[config.mk]
export PLATFORM = sky130hd
export DESIGN_NAME = ias_regs
export DESIGN_NICKNAME = d
export VERILOG_FILES = /design/src/rtl/ias_pkg.sv /design/src/rtl/ias_regs.sv /design/src/rtl/ias_strap_decode.sv
export VERILOG_INCLUDE_DIRS = /design/src /design/src/rtl
export SDC_FILE = /design/constraint.sdc
export NUM_CORES = 1
export LEC_CHECK = 0
export BUFFER_PORTS_ARGS = -buffer_cell sky130_fd_sc_hd__buf_2
export CAP_MARGIN = 25
export CELL_PAD_IN_SITES_DETAIL_PLACEMENT = 0
export CELL_PAD_IN_SITES_GLOBAL_PLACEMENT = 2
export CORE_UTILIZATION = 40
export CTS_BUF_LIST = sky130_fd_sc_hd__clkbuf_4 sky130_fd_sc_hd__clkbuf_8
export CTS_CLUSTER_DIAMETER = 80
export DETAILED_ROUTE_END_ITERATION = 12
export GPL_ROUTABILITY_DRIVEN = 0
export PLACE_DENSITY = 0.95
export SYNTH_ARGS = -nofsm -noshare
export SYNTH_HDL_FRONTEND = slang
export SYNTH_HIERARCHICAL = 1
export SYNTH_SLANG_ARGS = --single-unit
[constraint.sdc]
create_clock -name i_clk_sys -period 3.44 [get_ports i_clk_sys]
set_clock_uncertainty 0.15 [all_clocks]
set_input_delay 0 -clock i_clk_sys [delete_from_list [all_inputs] [get_ports i_clk_sys]]
set_output_delay 0 -clock i_clk_sys [all_outputs]
set_load 0.01 [all_outputs]
[src/rtl/ias_map.svh]
// Purpose: offsets, field positions, reset values and strap constants
//          for the bus-address and user scratch register bank
// Assumes: 16-bit registers, reached by register index from the bus
//          slave in front of this bank
// Notes:   definitions only
`ifndef IAS_MAP_SVH
`define IAS_MAP_SVH

// register indices seen by the bus slave
`define IAS_IDX_W            8
`define IAS_IDX_ADDR         8'h00
`define IAS_IDX_SCR_A        8'h01
`define IAS_IDX_SCR_B        8'h02
`define IAS_IDX_SCR_C        8'h03

`define IAS_DATA_W           16
`define IAS_NUM_SCR          3

// bus address setting register layout
`define IAS_SEL_BIT          8
`define IAS_FIX_HI           6
`define IAS_FIX_LO           4
`define IAS_FIX_VAL          3'h5
`define IAS_NIB_HI           3
`define IAS_NIB_LO           0
`define IAS_NIB_W            4
`define IAS_BUS_ADDR_W       7

`define IAS_ADDR_RST         16'h0151
`define IAS_SEL_RST          1'h1
`define IAS_NIB_RST          4'h1
`define IAS_SCR_RST          16'h0000
`define IAS_ZERO16           16'h0000

// strap measurement: one lsb is 10 ohm, a band is 2.56 kOhm wide
`define IAS_STRAP_W          16
`define IAS_STRAP_LSB_OHM    10
`define IAS_BAND_OHM         2560
`define IAS_FULL_OHM         40960
`define IAS_NIB_MAX          4'hf

`endif

[src/rtl/ias_pkg.sv]
// Purpose: types shared by the address and scratch register bank
// Assumes: ias_map.svh holds every number
// Notes:   register select is decoded once into this enum
`default_nettype none
package ias_pkg;

   typedef enum logic [2:0] {
      IAS_REG_ADDR,
      IAS_REG_SCR_A,
      IAS_REG_SCR_B,
      IAS_REG_SCR_C,
      IAS_REG_NONE
   } ias_reg_t;

endpackage
`default_nettype wire

[src/rtl/ias_regs.sv]
// Purpose: bus address setting register and three user scratch registers
// Assumes: the bus slave in front gives one-cycle write and read strobes
//          with a register index; inputs are synchronous to i_clk_sys
// Notes:   scratch content is volatile and lost at every reset; the
//          address read view shows the strap code while strap select
//          is set; a low i_ce freezes every flop, so a read or refusal
//          pulse caught by it stands until the enable returns; a
//          refused address write leaves no trace but the refusal pulse
`timescale 1ns/1ps
`default_nettype none
`include "ias_map.svh"

module ias_regs
   import ias_pkg::*;
#(
   parameter int DATA_W  = `IAS_DATA_W,
   parameter int IDX_W   = `IAS_IDX_W,
   parameter int STRAP_W = `IAS_STRAP_W
) (
   input  wire logic                        i_clk_sys,
   input  wire logic                        i_nrst,
   input  wire logic                        i_ce,
   // converter state, from the power train control
   input  wire logic                        i_conv_enabled,
   // measured resistance on the address strap pin, 10 ohm per lsb
   input  wire logic [STRAP_W-1:0]          i_addr_strap_pin,
   // register port from the serial bus slave
   input  wire logic [IDX_W-1:0]            i_reg_idx,
   input  wire logic                        i_wr_en,
   input  wire logic [DATA_W-1:0]           i_wdata,
   input  wire logic                        i_rd_en,
   output logic      [DATA_W-1:0]           o_rdata,
   output logic                             o_rd_valid,
   output logic                             o_wr_refused,
   // address compare for the serial bus slave
   input  wire logic [`IAS_BUS_ADDR_W-1:0]  i_addr_cmp,
   output logic                             o_addr_hit,
   output logic      [`IAS_BUS_ADDR_W-1:0]  o_bus_addr
);

   // one decode serves both the write and the read path
   function automatic ias_reg_t reg_decode(input logic [IDX_W-1:0] idx);
      ias_reg_t sel;
      unique case (idx)
         IDX_W'(`IAS_IDX_ADDR):  sel = IAS_REG_ADDR;
         IDX_W'(`IAS_IDX_SCR_A): sel = IAS_REG_SCR_A;
         IDX_W'(`IAS_IDX_SCR_B): sel = IAS_REG_SCR_B;
         IDX_W'(`IAS_IDX_SCR_C): sel = IAS_REG_SCR_C;
         default:                sel = IAS_REG_NONE;
      endcase
      return sel;
   endfunction

   // low nibble as chosen by the select bit
   function automatic logic [`IAS_NIB_W-1:0] low_nibble(
      input logic                   sel,
      input logic [`IAS_NIB_W-1:0]  field,
      input logic [`IAS_NIB_W-1:0]  strap
   );
      return sel ? strap : field;
   endfunction

   // decode, register state and read path
   ias_reg_t                  wr_sel;
   ias_reg_t                  rd_sel;
   logic                      addr_sel_reg;
   logic [`IAS_NIB_W-1:0]     addr_nib_reg;
   logic [`IAS_NIB_W-1:0]     strap_code;
   logic [`IAS_NIB_W-1:0]     strap_code_reg;
   logic [`IAS_NIB_W-1:0]     nib_eff;
   logic [DATA_W-1:0]         addr_word;
   logic [DATA_W-1:0]         scratch_reg [`IAS_NUM_SCR];
   logic [DATA_W-1:0]         rdata_next;
   logic [`IAS_BUS_ADDR_W-1:0] bus_addr_next;
   logic                      addr_wr;
   logic                      addr_wr_ok;
   logic                      addr_wr_block;
   logic                      wr_sel_bit;
   logic [`IAS_NIB_W-1:0]     wr_nib;
   logic [`IAS_NUM_SCR-1:0]   scr_wr;

   assign wr_sel  = reg_decode(i_reg_idx);
   // a read beside a write sees the value from before that write
   assign rd_sel  = wr_sel;
   assign addr_wr = i_wr_en && (wr_sel == IAS_REG_ADDR);

   // an address write either lands or is refused, never both
   assign addr_wr_ok    = i_ce && addr_wr && !i_conv_enabled;
   assign addr_wr_block = i_ce && addr_wr && i_conv_enabled;

   // only the select bit and the low nibble of a write are kept
   assign wr_sel_bit = i_wdata[`IAS_SEL_BIT];
   assign wr_nib     = i_wdata[`IAS_NIB_HI:`IAS_NIB_LO];

   // one write strobe per scratch word
   for (genvar s = 0; s < `IAS_NUM_SCR; s++) begin : g_scr_wr
      assign scr_wr[s] = i_wr_en
                         && (wr_sel == ias_reg_t'(int'(IAS_REG_SCR_A) + s));
   end

   ias_strap_decode #(
      .STRAP_W (STRAP_W)
   ) u_strap (
      .i_strap_res (i_addr_strap_pin),
      .o_code      (strap_code)
   );

   // strap code is held in a flop so the bus address never sees the
   // divider's combinational settling; it resets to the field's code so
   // the bus answers on the reset address before the pin is sampled
   always_ff @(posedge i_clk_sys or negedge i_nrst) begin
      if (!i_nrst) begin
         strap_code_reg <= `IAS_NIB_RST;
      end else if (i_ce) begin
         strap_code_reg <= strap_code;
      end
   end

   // address setting: only the select bit and the low nibble are stored;
   // the fixed and unimplemented bits have no storage at all
   always_ff @(posedge i_clk_sys or negedge i_nrst) begin
      if (!i_nrst) begin
         addr_sel_reg <= `IAS_SEL_RST;
         addr_nib_reg <= `IAS_NIB_RST;
      end else if (addr_wr_ok) begin
         addr_sel_reg <= wr_sel_bit;
         addr_nib_reg <= wr_nib;
      end
   end

   // a refused write leaves a one-cycle mark for the bus slave
   always_ff @(posedge i_clk_sys or negedge i_nrst) begin
      if (!i_nrst) begin
         o_wr_refused <= 1'b0;
      end else if (i_ce) begin
         o_wr_refused <= addr_wr_block;
      end
   end

   // scratch registers, volatile by design: no path to the
   // nonvolatile_store exists, so reset always brings back zero
   for (genvar g = 0; g < `IAS_NUM_SCR; g++) begin : g_scr
      always_ff @(posedge i_clk_sys or negedge i_nrst) begin
         if (!i_nrst) begin
            scratch_reg[g] <= `IAS_SCR_RST;
         end else if (i_ce && scr_wr[g]) begin
            scratch_reg[g] <= i_wdata;
         end
      end
   end

   assign nib_eff = low_nibble(addr_sel_reg, addr_nib_reg, strap_code_reg);

   // read view of the address setting: field or strap shows in the nibble
   always_comb begin
      addr_word = `IAS_ZERO16;
      // bit 7 and the bits above the select bit keep the zero from here
      addr_word[`IAS_SEL_BIT] = addr_sel_reg;
      addr_word[`IAS_FIX_HI:`IAS_FIX_LO] = `IAS_FIX_VAL;
      addr_word[`IAS_NIB_HI:`IAS_NIB_LO] = nib_eff;
   end

   // unmapped indices read as zero so a host scan finds no ghosts
   always_comb begin
      unique case (rd_sel)
         IAS_REG_ADDR:  rdata_next = addr_word;
         IAS_REG_SCR_A: rdata_next = scratch_reg[0];
         IAS_REG_SCR_B: rdata_next = scratch_reg[1];
         IAS_REG_SCR_C: rdata_next = scratch_reg[2];
         IAS_REG_NONE:  rdata_next = `IAS_ZERO16;
         default:       rdata_next = `IAS_ZERO16;
      endcase
   end

   // read data is captured on the strobe and held until the next read
   always_ff @(posedge i_clk_sys or negedge i_nrst) begin
      if (!i_nrst) begin
         o_rdata <= `IAS_ZERO16;
      end else if (i_ce && i_rd_en) begin
         o_rdata <= rdata_next;
      end
   end

   // a pulse caught by a low i_ce stands until the enable returns
   always_ff @(posedge i_clk_sys or negedge i_nrst) begin
      if (!i_nrst) begin
         o_rd_valid <= 1'b0;
      end else if (i_ce) begin
         o_rd_valid <= i_rd_en;
      end
   end

   // 7-bit slave address: fixed 101 above the chosen nibble
   assign bus_addr_next = {`IAS_FIX_VAL, nib_eff};

   always_ff @(posedge i_clk_sys or negedge i_nrst) begin
      if (!i_nrst) begin
         o_bus_addr <= {`IAS_FIX_VAL, `IAS_NIB_RST};
      end else if (i_ce) begin
         o_bus_addr <= bus_addr_next;
      end
   end

   // compare against the registered address so a mid-frame change of
   // the strap cannot glitch the match
   assign o_addr_hit = (i_addr_cmp == o_bus_addr);

endmodule
`default_nettype wire

[src/rtl/ias_strap_decode.sv]
// Purpose: turn the measured strap resistance into a 4-bit address code
// Assumes: i_strap_res is a resistance in 10 ohm steps, already settled
// Notes:   combinational; the register bank samples the result
`timescale 1ns/1ps
`default_nettype none
`include "ias_map.svh"

module ias_strap_decode
   import ias_pkg::*;
#(
   parameter int STRAP_W  = `IAS_STRAP_W,
   parameter int BAND_LSB = `IAS_BAND_OHM / `IAS_STRAP_LSB_OHM,
   parameter int FULL_LSB = `IAS_FULL_OHM / `IAS_STRAP_LSB_OHM
) (
   input  wire logic [STRAP_W-1:0]     i_strap_res,
   output logic      [`IAS_NIB_W-1:0]  o_code
);

   logic [STRAP_W-1:0] band_idx;

   // sixteen equal bands, lower edge inclusive
   assign band_idx = i_strap_res / STRAP_W'(BAND_LSB);

   // anything past the last band is read as the top code
   always_comb begin
      if (int'(i_strap_res) >= FULL_LSB) begin
         o_code = `IAS_NIB_MAX;
      end else begin
         o_code = band_idx[`IAS_NIB_W-1:0];
      end
   end

endmodule
`default_nettype wire

== Word-level counts from Yosys, hierarchy flattened ==
Cells that the tools add are included.

* Equal/unequal tests: 7
* Magnitude comparators: 1
* Reduce and logical (&&, ||, !) cells: 14
* Muxes and demuxes: 4

{| class="wikitable"
|+ Operator list
! operator !! number
|-
| case mux 16 bit (4 select lines) || 1
|-
| equality test 8 x 2 -> 1 bit (second input constant) || 2
|-
| greater-or-equal comparator 16 x 13 -> 1 bit (second input constant) || 1
|-
| case mux 3 bit (4 select lines) || 1
|-
| logical AND 1 bit || 11
|-
| equality test 8 x 1 -> 1 bit (second input constant) || 1
|-
| logical NOT 8 bit || 1
|-
| 2-to-1 mux 4 bit || 2
|-
| equality test 7 bit || 1
|-
| equality test 3 x 2 -> 1 bit (second input constant) || 2
|-
| equality test 3 x 1 -> 1 bit (second input constant) || 1
|-
| logical NOT 3 bit || 1
|-
| logical NOT 1 bit || 1
|}

* Output and inout port bits: 26
* Flip-flop bits (word level): 79
* Bits of input ports: 53

== Longest topological paths before layout ==
Gate-level depths: netlist of the first run.

* Depth in word-level cells: 6
* Depth in mapped cells: 5
* Depth with buffers taken out: 3

== Modules after synthesis ==
Netlist of the first run, hierarchy kept.

{| class="wikitable"
|+ By module, submodules not included
! module !! times used !! area an instance (µm²) !! cells an instance !! seq. area each (µm²)
|-
| ias_regs || 1 || 3483.3 || 258 || 1981.9
|-
| ias_strap_decode || 1 || 37.5 || 5 || 0.0
|}

== Worst setup path before layout of the first run ==
No wires, ideal clock.

* Path kind: input to register
* From: in i_reg_idx[5]
* To: reg o_rdata[0]
* Library setup time: 0.087 ns
* Path buffers: 1
* Slack: 1.859 ns
* Cell stages on the path: 4
* Data arrival time: 1.344 ns
* Required time: 3.203 ns
* Cell sequence: or4_4 > or4_4 > buf_6 > a22oi_1

* Longest elaborated chain between the ends: 4

{| class="wikitable"
|+ Ends and longest elaborated chain
! element !! RTL line !! text
|-
| from (decl) || ias_regs.sv:28 || <nowiki>input wire logic [IDX_W-1:0] i_reg_idx,</nowiki>
|-
| equality test 8 x 2 -> 1 bit, or another cell as far along || ias_regs.sv:44 || <nowiki>unique case (idx)</nowiki>
|-
| case mux 3 bit (4 select lines) * || ias_regs.sv:44 ||
|-
| equality test 3 x 2 -> 1 bit, or another cell as far along || ias_regs.sv:165 || <nowiki>unique case (rd_sel)</nowiki>
|-
| case mux 16 bit (4 select lines) * || ias_regs.sv:165 ||
|-
| to (signal assigned) || ias_regs.sv:178 || <nowiki>o_rdata <= `IAS_ZERO16;</nowiki>
|-
| to (signal assigned) || ias_regs.sv:180 || <nowiki>o_rdata <= rdata_next;</nowiki>
|-
| to (decl) || ias_regs.sv:32 || <nowiki>output logic [DATA_W-1:0] o_rdata,</nowiki>
|}

Every way passes the cells marked *; elsewhere a longest branch is shown, timed or not.
A chain may end at the register's enable or synchronous reset.

== Worst setup path in the final report of the first run ==
* From: in i_ce
* To: reg scratch_reg[22] in the netlist's numbering

* Longest elaborated chain between the ends: 1

{| class="wikitable"
|+ Ends and longest elaborated chain
! element !! RTL line !! text
|-
| from (decl) || ias_regs.sv:22 || <nowiki>input wire logic i_ce,</nowiki>
|-
| logical AND 1 bit || ias_regs.sv:146 || <nowiki>end else if (i_ce && scr_wr[g]) begin</nowiki>
|-
| to (signal, indexed assignment) || ias_regs.sv:145 || <nowiki>scratch_reg[g] <= `IAS_SCR_RST;</nowiki>
|-
| to (signal, indexed assignment) || ias_regs.sv:147 || <nowiki>scratch_reg[g] <= i_wdata;</nowiki>
|-
| to (decl) || ias_regs.sv:72 || <nowiki>logic [DATA_W-1:0] scratch_reg [`IAS_NUM_SCR];</nowiki>
|}

Every way passes these cells.

==> results of run 1 <==
cells by family after synthesis:
group,Yosys count,synth area share
multiplexers,77,0.2473
flip-flops,79,0.5629
AO/OA/AOI/OAI,41,0.07818
other,2,0.002133
AND/OR/NAND/NOR,40,0.07107
buffers and inverters,20,0.02843
XOR/XNOR,4,0.009952
where the power goes:
part | total, mW | internal (mW) | switching [mW]
Clock | 0.613 | 0.278 | 0.336
Combinational | 0.167 | 0.0847 | 0.0818
Sequential | 0.964 | 0.951 | 0.0127
stage by stage:
step	cells	power, mW	util	hold slack (ns)
floorplan	264	1.049	-	-0.4456
global placement	422	1.115	0.4690	0.06183
detailed placement	422	1.120	0.4690	0.07473
CTS	474	1.758	0.5328	0.06961
global route	476	1.814	0.5372	0.09853
finish	476	1.744	0.5372	0.08049
per-layer routing:
metal,up-vias,wire length [µm],global-route usage
met5,-,0,0
met4,0,113,0.08706
met3,11,263,0.02212
met2,48,3797,0.2875
met1,1228,3418,0.2278
li1,1155,-,-
synthesized netlist by cell type (4+ instances only):
master,instances
clkbuf_1,7
mux2_2,70
dfstp_2,4
a22oi_1,13
nor2_1,4
mux2i_1,6
nand2b_1,5
nand2_1,15
a22o_1,4
buf_2,5
dfrtp_1,75
o21ai_0,4
a21oi_1,8
o21ai_1,6
a2bb2oi_1,6
layout by cell type, fill, tap and decap left out, drive strengths merged, types with 3 or more instances in the layout:
master / count
nand2: 15
o21ai: 10
clkbuf: 10
conb: 3
nand2b: 5
mux2: 70
a22oi: 13
xnor2: 3
a2bb2oi: 6
nor4: 5
buf: 72
dfstp: 4
dfrtp: 75
clkinv: 5
nor2: 4
mux2i: 6
a21oi: 8
a22o: 4
dlygate4sd3: 37
layout make-up:
type	instances	area, µm²	share of cell area
sequential	79	1982	0.4401
clock inverter	6	36.28	0.008058
multi-input combinational	165	1443	0.3204
tap	105	131.4	0.02917
inverter	2	7.507	0.001667
timing repair buffer	109	765.7	0.1700
clock buffer	10	137.6	0.03056
worst max-delay path: cells and delay by family:
family | cells | cell delay, ns
AND/OR/NAND/NOR | 2 | 0.93
buffers and inverters | 2 | 0.82
multiplexers | 1 | 0.53
path summary, 6_finish.rpt:
| check | start | end | slack [ns] | depth (start not counted) |
|---|---|---|---|---|
| max | i_ce | scratch_reg[22] | 1.22 | 5 |
| min | i_reg_idx[0] | o_rdata[11] | 0.08 | 3 |
| max reg2reg | addr_sel_reg | o_rdata[3] | 1.90 | 3 |
| min reg2reg | o_rdata[13] | o_rdata[13] | 0.33 | 2 |
| max in group asynchronous | i_nrst | addr_sel_reg | 2.04 | 4 |
| min in group asynchronous | i_nrst | scratch_reg[27] | 0.46 | 3 |
repair_timing:
action                                 4_1_cts  5_1_grt
hold buffers                                36        1
endpoints found under the hold margin      153       22
gates resized for setup                      0        0
==> results.md, run 1 <==
* Final worst-path cycle share at 0.6449
* WL per Instance at 15.95 µm
* Minimum clock period after layout at 2.219 ns
* Largest net degree at the start of global routing at 80
* F_max at 0.4507 GHz
* Clk slew on worst S/H paths at 0.08 ns
* Area leader, netlist: dfrtp_1
* Mapped cell area at 3521 µm²
* Core area at 8382 µm²
* CTS Buf Count at 9
* CP max stage delay at 0.64 ns
* Post-place setup slack at 1.278 ns
* Sum Neg Setup Slack at 0 ns
* Fin. max-slew vios at 0
* Dpl cell area at 3931 µm²
* Crit path max-delay cell type: nand3_1
* Post-Route WL at 7592 µm
* Top cells by area, synth: dfrtp_1 (53%), mux2_2 (22%), dfstp_2 (3.0%)
* I/O Buffers at 67
* Design area at 4503 µm²
* Die Area at 9181 µm²
* Nets@finish at 419
* Hpwl dp at 4976 µm
* DRT Pass-1 Iters at 4
* Layout fillers at 729
* CP Cell Sequence: dlygate4sd3_1, buf_2, and4bb_1, nand3_1, mux2_2
* Initial Utilization at 0.4201
* ANT nets after route at 0
* Peak VDD IR at 0.1642 mV
* Total track usage at 0.1747
* Longest Clk Path Bufs at 2
* Final WS setup at 1.221 ns
* Initial antenna violation count at 0
* Post-synth EDFFs at 0
* 1st-iter DRT viols at 124
* Max FFs per register at 48
* Number of H-tree levels at 3
* First-pass GRT wire length at 11880 µm
* Row cnt at 33
* Status: finished clean
* Vias per cell at 5.130
* Post-synthesis async set-or-reset flop share at 1.000
* Largest fanout on the critical path at 17
* Max-Slew Margin vs Limit at 0.4083
* Endpoints failing hold at 0
* Vias in the first global route at 2438
* Die height at 95.82 µm
* Max-Cap Viols at 0
* Post-Syn Instances at 263
* Syn Area/Cell at 13.39 µm²
* Top Ports at 79
* Sequential share of the synthesized area at 0.5629
* Critical Path RT at 3.52 ns
* Synth-to-Final Area Change at 27.90%
* Ant. Diodes at 0
* Clock sink count at 79
* Share of cells above drive strength 1 at 0.4555
* Slew @ Worst Pin at 0.8851 ns
* Count of final setup violators at 0
* CP Data Arrival Time at 2.30 ns
* Vias at 2442
* Die Width at 95.82 µm
* Worst hold path class: primary input to flip-flop
* Share of the synthesized area in the top cell type at 0.5330
* Unique masters post-synth at 35
* Worst-Skew Late Latency at 0.35 ns
* Crit path capture type: flip-flop
* Post-CTS setup buffer count at 0
* Top_reg_cell synth: dfrtp_1
* Remaining routing DRC violations at 0
* Setup CP Type: primary input to flip-flop
* Remaining Overflow, GRT at 0
* Yosys reg bits at 79
* Static Leak at 2.204 nW
* Cell area power density at 387.2 nW/µm²
* CTS tree: done
* RSZ-0062 raised after global routing: no
* Crit path launch type: primary input
* Yosys warning total at 6
* Clock Tree Root: clkbuf_8
(Power assumes the default switching activity.)
==> inputs of run 2 (changes only) <==
--- a/config.mk
+++ b/config.mk
@@ -10,12 +10,12 @@
 export CAP_MARGIN = 25
 export CELL_PAD_IN_SITES_DETAIL_PLACEMENT = 0
 export CELL_PAD_IN_SITES_GLOBAL_PLACEMENT = 2
-export CORE_UTILIZATION = 40
+export CORE_UTILIZATION = 37
 export CTS_BUF_LIST = sky130_fd_sc_hd__clkbuf_4 sky130_fd_sc_hd__clkbuf_8
 export CTS_CLUSTER_DIAMETER = 80
 export DETAILED_ROUTE_END_ITERATION = 12
 export GPL_ROUTABILITY_DRIVEN = 0
-export PLACE_DENSITY = 0.95
+export PLACE_DENSITY = 0.93
 export SYNTH_ARGS = -nofsm -noshare
 export SYNTH_HDL_FRONTEND = slang
 export SYNTH_HIERARCHICAL = 1
==> constraint.sdc (replaced) <==
create_clock -name i_clk_sys -period 2.2 [get_ports i_clk_sys]
set_clock_uncertainty 0.15 [all_clocks]
set_input_delay 0 -clock i_clk_sys [delete_from_list [all_inputs] [get_ports i_clk_sys]]
set_output_delay 0 -clock i_clk_sys [all_outputs]
set_load 0.01 [all_outputs]
==> run 2 against run 1 <==
Effect of this change:
- sequential share of layout area decreased by 0.65 points
- wire length increased by 2.6%
- power rose by 75%
- worst hold slack got worse by 0.048 ns
- global-route usage decreased by 0.30 points
- non-clock buffer count decreased by 1
- die area is 7.9% higher
- cell count grew 4.8%
- clock-buffer cell count up 2
- first-iteration DRC count shrank 40%
- register-to-register slack lost 1.3 ns
- critical path depth grew 2
- critical endpoint is now o_rdata[4]
- largest cell class unchanged
==> results.md, run 2 (synthesized netlist as in run 1, its figures left out) <==
* Worst-Skew Late Latency at 0.35 ns
* Crit path max-delay cell type: dlygate4sd3_1
* Ant. Diodes at 0
* Status: finished clean
* Worst hold path class: primary input to asynchronous set/reset pin
* Largest net degree at the start of global routing at 41
* Pint at 2.408 mW
* Commonest non-fill, non-tap cell in the layout: dfrtp_1
* Crit-path most repeated cell: dlygate4sd3_1
* Max FFs per register at 48
* Critical R2R Capture: o_rdata[3]
* Minimum clock period after layout at 1.815 ns
* Nets@finish at 418
* CP Data Arrival Time at 1.94 ns
* Max-Cap Viols at 0
* Vias per cell at 4.976
* Vias at 2483
* Row cnt at 35
* Initial antenna violation count at 0
* Total Power at 3.051 mW
* Max-Slew Margin vs Limit at 0.6544
* Setup CP Type: primary input to flip-flop
* Sum Neg Setup Slack at 0 ns
* Post-Route WL at 7787 µm
* Die height at 99.55 µm
* Worst R2R Setup Slack at 0.63 ns
* CTS tree: done
* Die Width at 99.55 µm
* Worst reg-to-reg path cell count at 3
* Switch share at 0.2107
* Commonest non-fill, non-tap cells in the layout: dfrtp_1 (75), mux2_2 (70), buf_2 (66), dlygate4sd3_1 (31), nand2_1 (15)
* Crit path capture type: flip-flop
* Remaining Overflow, GRT at 0
* Remaining routing DRC violations at 0
* Number of H-tree levels at 3
* Static Leak at 2.238 nW
* Die Area at 9910 µm²
* Final worst-path cycle share at 0.8251
* Clk slew on worst S/H paths at 0.09 ns
* Core area at 9240 µm²
* CTS Buf Count at 9
* Endpoints failing hold at 0
* DRT Pass-1 Iters at 4
* Critical Path RT at 2.33 ns
* WL per Instance at 15.61 µm
* Count of final setup violators at 0
* Psw at 0.6429 mW
* Sequential Power Share at 0.494
* ANT nets after route at 0
* Clock network power share at 0.421
* Vias in the first global route at 2633
* FF-to-FF Start: addr_sel_reg
* Initial Utilization at 0.3810
* Largest fanout on the critical path at 15
* RSZ-0062 raised after global routing: no
* Hpwl dp at 5376 µm
* First-pass GRT wire length at 12940 µm
* Cell area power density at 667.6 nW/µm²
* Share of cells above drive strength 1 at 0.4703
* 1st-iter DRT viols at 74
* CP Cell Sequence: dlygate4sd3_1, buf_2, buf_4, nand2_1, nor4_1, dlygate4sd3_1, a22o_1
* Clock sink count at 79
* Synth-to-Final Area Change at 29.82%
* Slew @ Worst Pin at 0.5184 ns
* Top Ports at 79
* Longest Clk Path Bufs at 2
* Layout fillers at 834
* Comb pwr share at 0.085
* Total track usage at 0.1717
* Post-CTS sizing at 0
* CP max stage delay at 0.65 ns
* Crit path launch type: primary input
* Peak VDD IR at 0.3309 mV
* I/O Buffers at 67
* F_max at 0.5509 GHz
* Clock Tree Root: clkbuf_8
* Fin. max-slew vios at 0
run 2: changes by cell type in the layout (fill, tap and decap cells not counted), moves of 3 or more:
cell and change:
clkinv_2 -3, bufinv_16 +3, buf_4 +5, dlygate4sd3_1 -6
clkbuf_4 +3
run 2: critical path, delay by kind of cell:
family	cells	cell delay, ns
buffers and inverters	4	1.49
AND/OR/NAND/NOR	2	0.31
AO/OA/AOI/OAI	1	0.14
run 2: per-layer routing:
metal	vias up	routed length (µm)	share of wire	track usage
li1	1155	-	-	-
met1	1267	3269	0.42	0.2046
met2	44	4122	0.53	0.2975
met3	17	189	0.024	0.02811
met4	0	206	0.026	0.09276
met5	-	0	0	0
run 2: area by class of cell:
cell class / count / area, µm² / share of cell area
Tap cell: 129 / 161.4 / 0.03531
Sequential cell: 79 / 1982 / 0.4336
Multi-Input combinational cell: 165 / 1443 / 0.3156
Inverter: 2 / 7.507 / 0.001642
Timing Repair Buffer: 108 / 735.7 / 0.1610
Clock buffer: 12 / 146.4 / 0.03203
Clock inverter: 4 / 95.09 / 0.02080
run 2: worst max-delay path by stage:
stage,start,endpoint,slack [ns],cells past startpoint
4_1_cts,i_ce,o_rdata[4],0.38,7
3_3_place_gp,i_reg_idx[5],addr_nib_reg[2],0.40,4
2_1_floorplan,i_reg_idx[5],o_rdata[0],0.62,4
6_report,i_ce,o_rdata[4],0.38,7
3_5_place_dp,i_reg_idx[5],addr_nib_reg[1],0.37,4
5_1_grt,i_ce,o_rdata[8],0.30,7
run 2: stage by stage:
step / utilization / cells / setup WS, ns / hold slack [ns] / instance area (µm²)
after floorplan: - / 264 / 0.6190 / -0.4456 / 3525
after global placement: 0.4349 / 452 / 0.3979 / -0.1458 / 4019
after detailed placement: 0.4349 / 452 / 0.3728 / -0.1400 / 4019
after CTS: 0.4947 / 499 / 0.3779 / 0.02239 / 4571
after global routing: 0.4947 / 499 / 0.3001 / 0.04176 / 4571
final: 0.4947 / 499 / 0.3848 / 0.03228 / 4571
run 2: timing repair:
action                                 CTS  global route
endpoints found under the hold margin  150             0
hold buffers                            31             0
buffers inserted                         0             0
run 2: power by group through the flow:
stage	clock network, mW	registers (mW)	logic (mW)
global route	1.37	1.51	0.286
global placement	0	1.53	0.219
finish	1.29	1.51	0.259
CTS	1.31	1.51	0.263
detailed placement	0	1.53	0.226
floorplan	0	1.53	0.106
==> inputs of run 3 (changes only) <==
--- a/config.mk
+++ b/config.mk
@@ -10,12 +10,12 @@
 export CAP_MARGIN = 25
 export CELL_PAD_IN_SITES_DETAIL_PLACEMENT = 0
 export CELL_PAD_IN_SITES_GLOBAL_PLACEMENT = 2
-export CORE_UTILIZATION = 37
+export CORE_UTILIZATION = 34
 export CTS_BUF_LIST = sky130_fd_sc_hd__clkbuf_4 sky130_fd_sc_hd__clkbuf_8
 export CTS_CLUSTER_DIAMETER = 80
 export DETAILED_ROUTE_END_ITERATION = 12
 export GPL_ROUTABILITY_DRIVEN = 0
-export PLACE_DENSITY = 0.93
+export PLACE_DENSITY = 0.9
 export SYNTH_ARGS = -nofsm -noshare
 export SYNTH_HDL_FRONTEND = slang
 export SYNTH_HIERARCHICAL = 1
==> constraint.sdc (replaced) <==
create_clock -name i_clk_sys -period 1.6 [get_ports i_clk_sys]
set_clock_uncertainty 0.15 [all_clocks]
set_input_delay 0 -clock i_clk_sys [delete_from_list [all_inputs] [get_ports i_clk_sys]]
set_output_delay 0 -clock i_clk_sys [all_outputs]
set_load 0.01 [all_outputs]
==> run 3 against run 2 <==
Effect of this change:
- clock power rose by 29%
- critical path type is now flip-flop to flip-flop
- flip-flop and latch count did not move
- worst setup slack got worse by 0.34 ns
- sequential share of layout area fell by 1.3 points
- via count rose by 1.2%
- core utilization fell by 2.0 points
- largest power group unchanged
- register-to-register slack got worse by 0.58 ns
- die area rose by 8.6%
- cell count rose by 3.0%
- worst hold slack got worse by 0.0073 ns
- global-route usage fell by 0.60 points
- largest cell class unchanged
==> results.md, run 3 (synthesized netlist as in run 1, its figures left out) <==
* Status: finished clean
* Dpl cell area at 4084 µm²
* Hold Crit Start: i_reg_idx[4]
* Post-Route WL at 8355 µm
* Grt met2 use at 0.2737
* Final worst-path cycle share at 0.9698
* Nets@finish at 429
* Ant. Diodes at 0
* Hpwl dp at 5627 µm
* Crit path capture type: flip-flop
* Minimum clock period after layout at 1.552 ns
* Met1 Use GR at 0.2146
* Max-Cap Viols at 0
* Worst-Skew Late Latency at 0.35 ns
* Final WS setup at 0.04838 ns
* Row cnt at 36
* CP Data Arrival Time at 1.63 ns
* Commonest non-fill, non-tap cells in the layout: dfrtp_1 (75), mux2_2 (70), buf_2 (65), dlygate4sd3_1 (30), buf_4 (19)
* Critical R2R Capture: o_rdata[3]
* Clock sink count at 79
* 1st-iter DRT viols at 94
* ANT nets after route at 0
* Share of cells above drive strength 1 at 0.4908
* I/O Buffers at 67
* FF-to-FF Start: addr_sel_reg
* Endpoints failing hold at 0
* Fin. max-slew vios at 0
* Cell area power density at 874.6 nW/µm²
* Clock Tree Root: clkbuf_8
* Worst R2R Setup Slack at 0.05 ns
* Total Power at 4.117 mW
* Final Core Density at 0.4750
* Design area at 4707 µm²
* Critical Path RT at 1.68 ns
* Static Leak at 2.308 nW
* GR peak layer: met2
* Worst hold path class: primary input to flip-flop
* Post-place setup slack at -0.1584 ns
* Max FFs per register at 48
* WL per Instance at 16.25 µm
* Vias per cell at 4.889
* Longest Clk Path Bufs at 2
* Largest net degree at the start of global routing at 40
* CP Capture Point: o_rdata[3]
* Crit path launch: addr_sel_reg
* WHS at 0.02500 ns
* Die Area at 10770 µm²
* Initial Utilization at 0.3553
* Synth-to-Final Area Change at 33.69%
* Number of H-tree levels at 3
* Vias in the first global route at 2710
* Initial antenna violation count at 0
* Die Width at 103.8 µm
* Largest fanout on the critical path at 6
* CTS Buf Count at 9
* Worst reg-to-reg path cell count at 3
* Remaining routing DRC violations at 0
* F_max at 0.6445 GHz
* Core area at 9910 µm²
* Clk slew on worst S/H paths at 0.08 ns
* Crit path max-delay cell type: dfstp_2
* Crit path launch type: flip-flop
* CP max stage delay at 0.63 ns
* Vias at 2513
* Setup CP Type: flip-flop to flip-flop
* CP Cell Sequence: mux2i_1, a2bb2oi_1, a22oi_1
* DRT Pass-1 Iters at 4
* Count of final setup violators at 0
* Met3 Track Usage GR at 0.01951
* Commonest non-fill, non-tap cell in the layout: dfrtp_1
* First-pass GRT wire length at 13840 µm
* CTS tree: done
* Peak VDD IR at 0.3460 mV
* Remaining Overflow, GRT at 0
* Top Ports at 79
* Total track usage at 0.1657
* RSZ-0062 raised after global routing: no
* Die height at 103.8 µm
## run 3: worst min-delay path by stage
stage / slack, ns / cells past startpoint / end
final: 0.02 / 4 / o_wr_refused
after global routing: 0.02 / 4 / o_wr_refused
after floorplan: -0.45 / 0 / addr_nib_reg[1]
after detailed placement: -0.23 / 1 / scratch_reg[41]
after CTS: 0.005 / 4 / o_rd_valid
after global placement: -0.23 / 1 / scratch_reg[9]
## run 3: layer usage
layer / part of all wire / routed length (µm)
met1: 0.45 / 3722
met2: 0.50 / 4204
met3: 0.030 / 251
met4: 0.021 / 177
met5: 0 / 0
## run 3: final cells by class
| cell class | instances | area, µm² |
|---|---|---|
| repair buffers | 119 | 857.1 |
| multi-input cells | 165 | 1463 |
| fillers | 918 | 5202 |
| clock buffers | 11 | 151.4 |
| clock inverters | 5 | 80.08 |
| well taps | 133 | 166.4 |
| inverters | 2 | 7.507 |
| flip-flops and latches | 79 | 1982 |
## run 3: power by group
| group | leakage, nW | switching (mW) | internal, mW |
|---|---|---|---|
| clock network | 0.112 | 0.702 | 0.961 |
| logic | 1.13 | 0.185 | 0.198 |
| registers | 1.06 | 0.0263 | 2.04 |
## run 3: repair_timing
action / 4_1_cts / 5_1_grt
cloned: 0 / 1
hold buffers: 30 / 1
resized for setup: 0 / 7
pin swaps: 0 / 3
buffers inserted: 2 / 1
endpoints found under the hold margin: 155 / 1
setup endpoints to repair: 1 / 38
## run 3: critical path, delay by kind of cell, from the launching register on
family / cells / cell delay (ns)
AOI/OAI and AO/OA: 2 / 0.31
DFF: 1 / 0.63
muxes: 1 / 0.34
## run 3: stage by stage
step,cells,setup TNS (ns)
floorplan,264,0
global placement,464,-1.836
detailed placement,464,-2.379
CTS,512,0
global route,514,0
finish,514,0
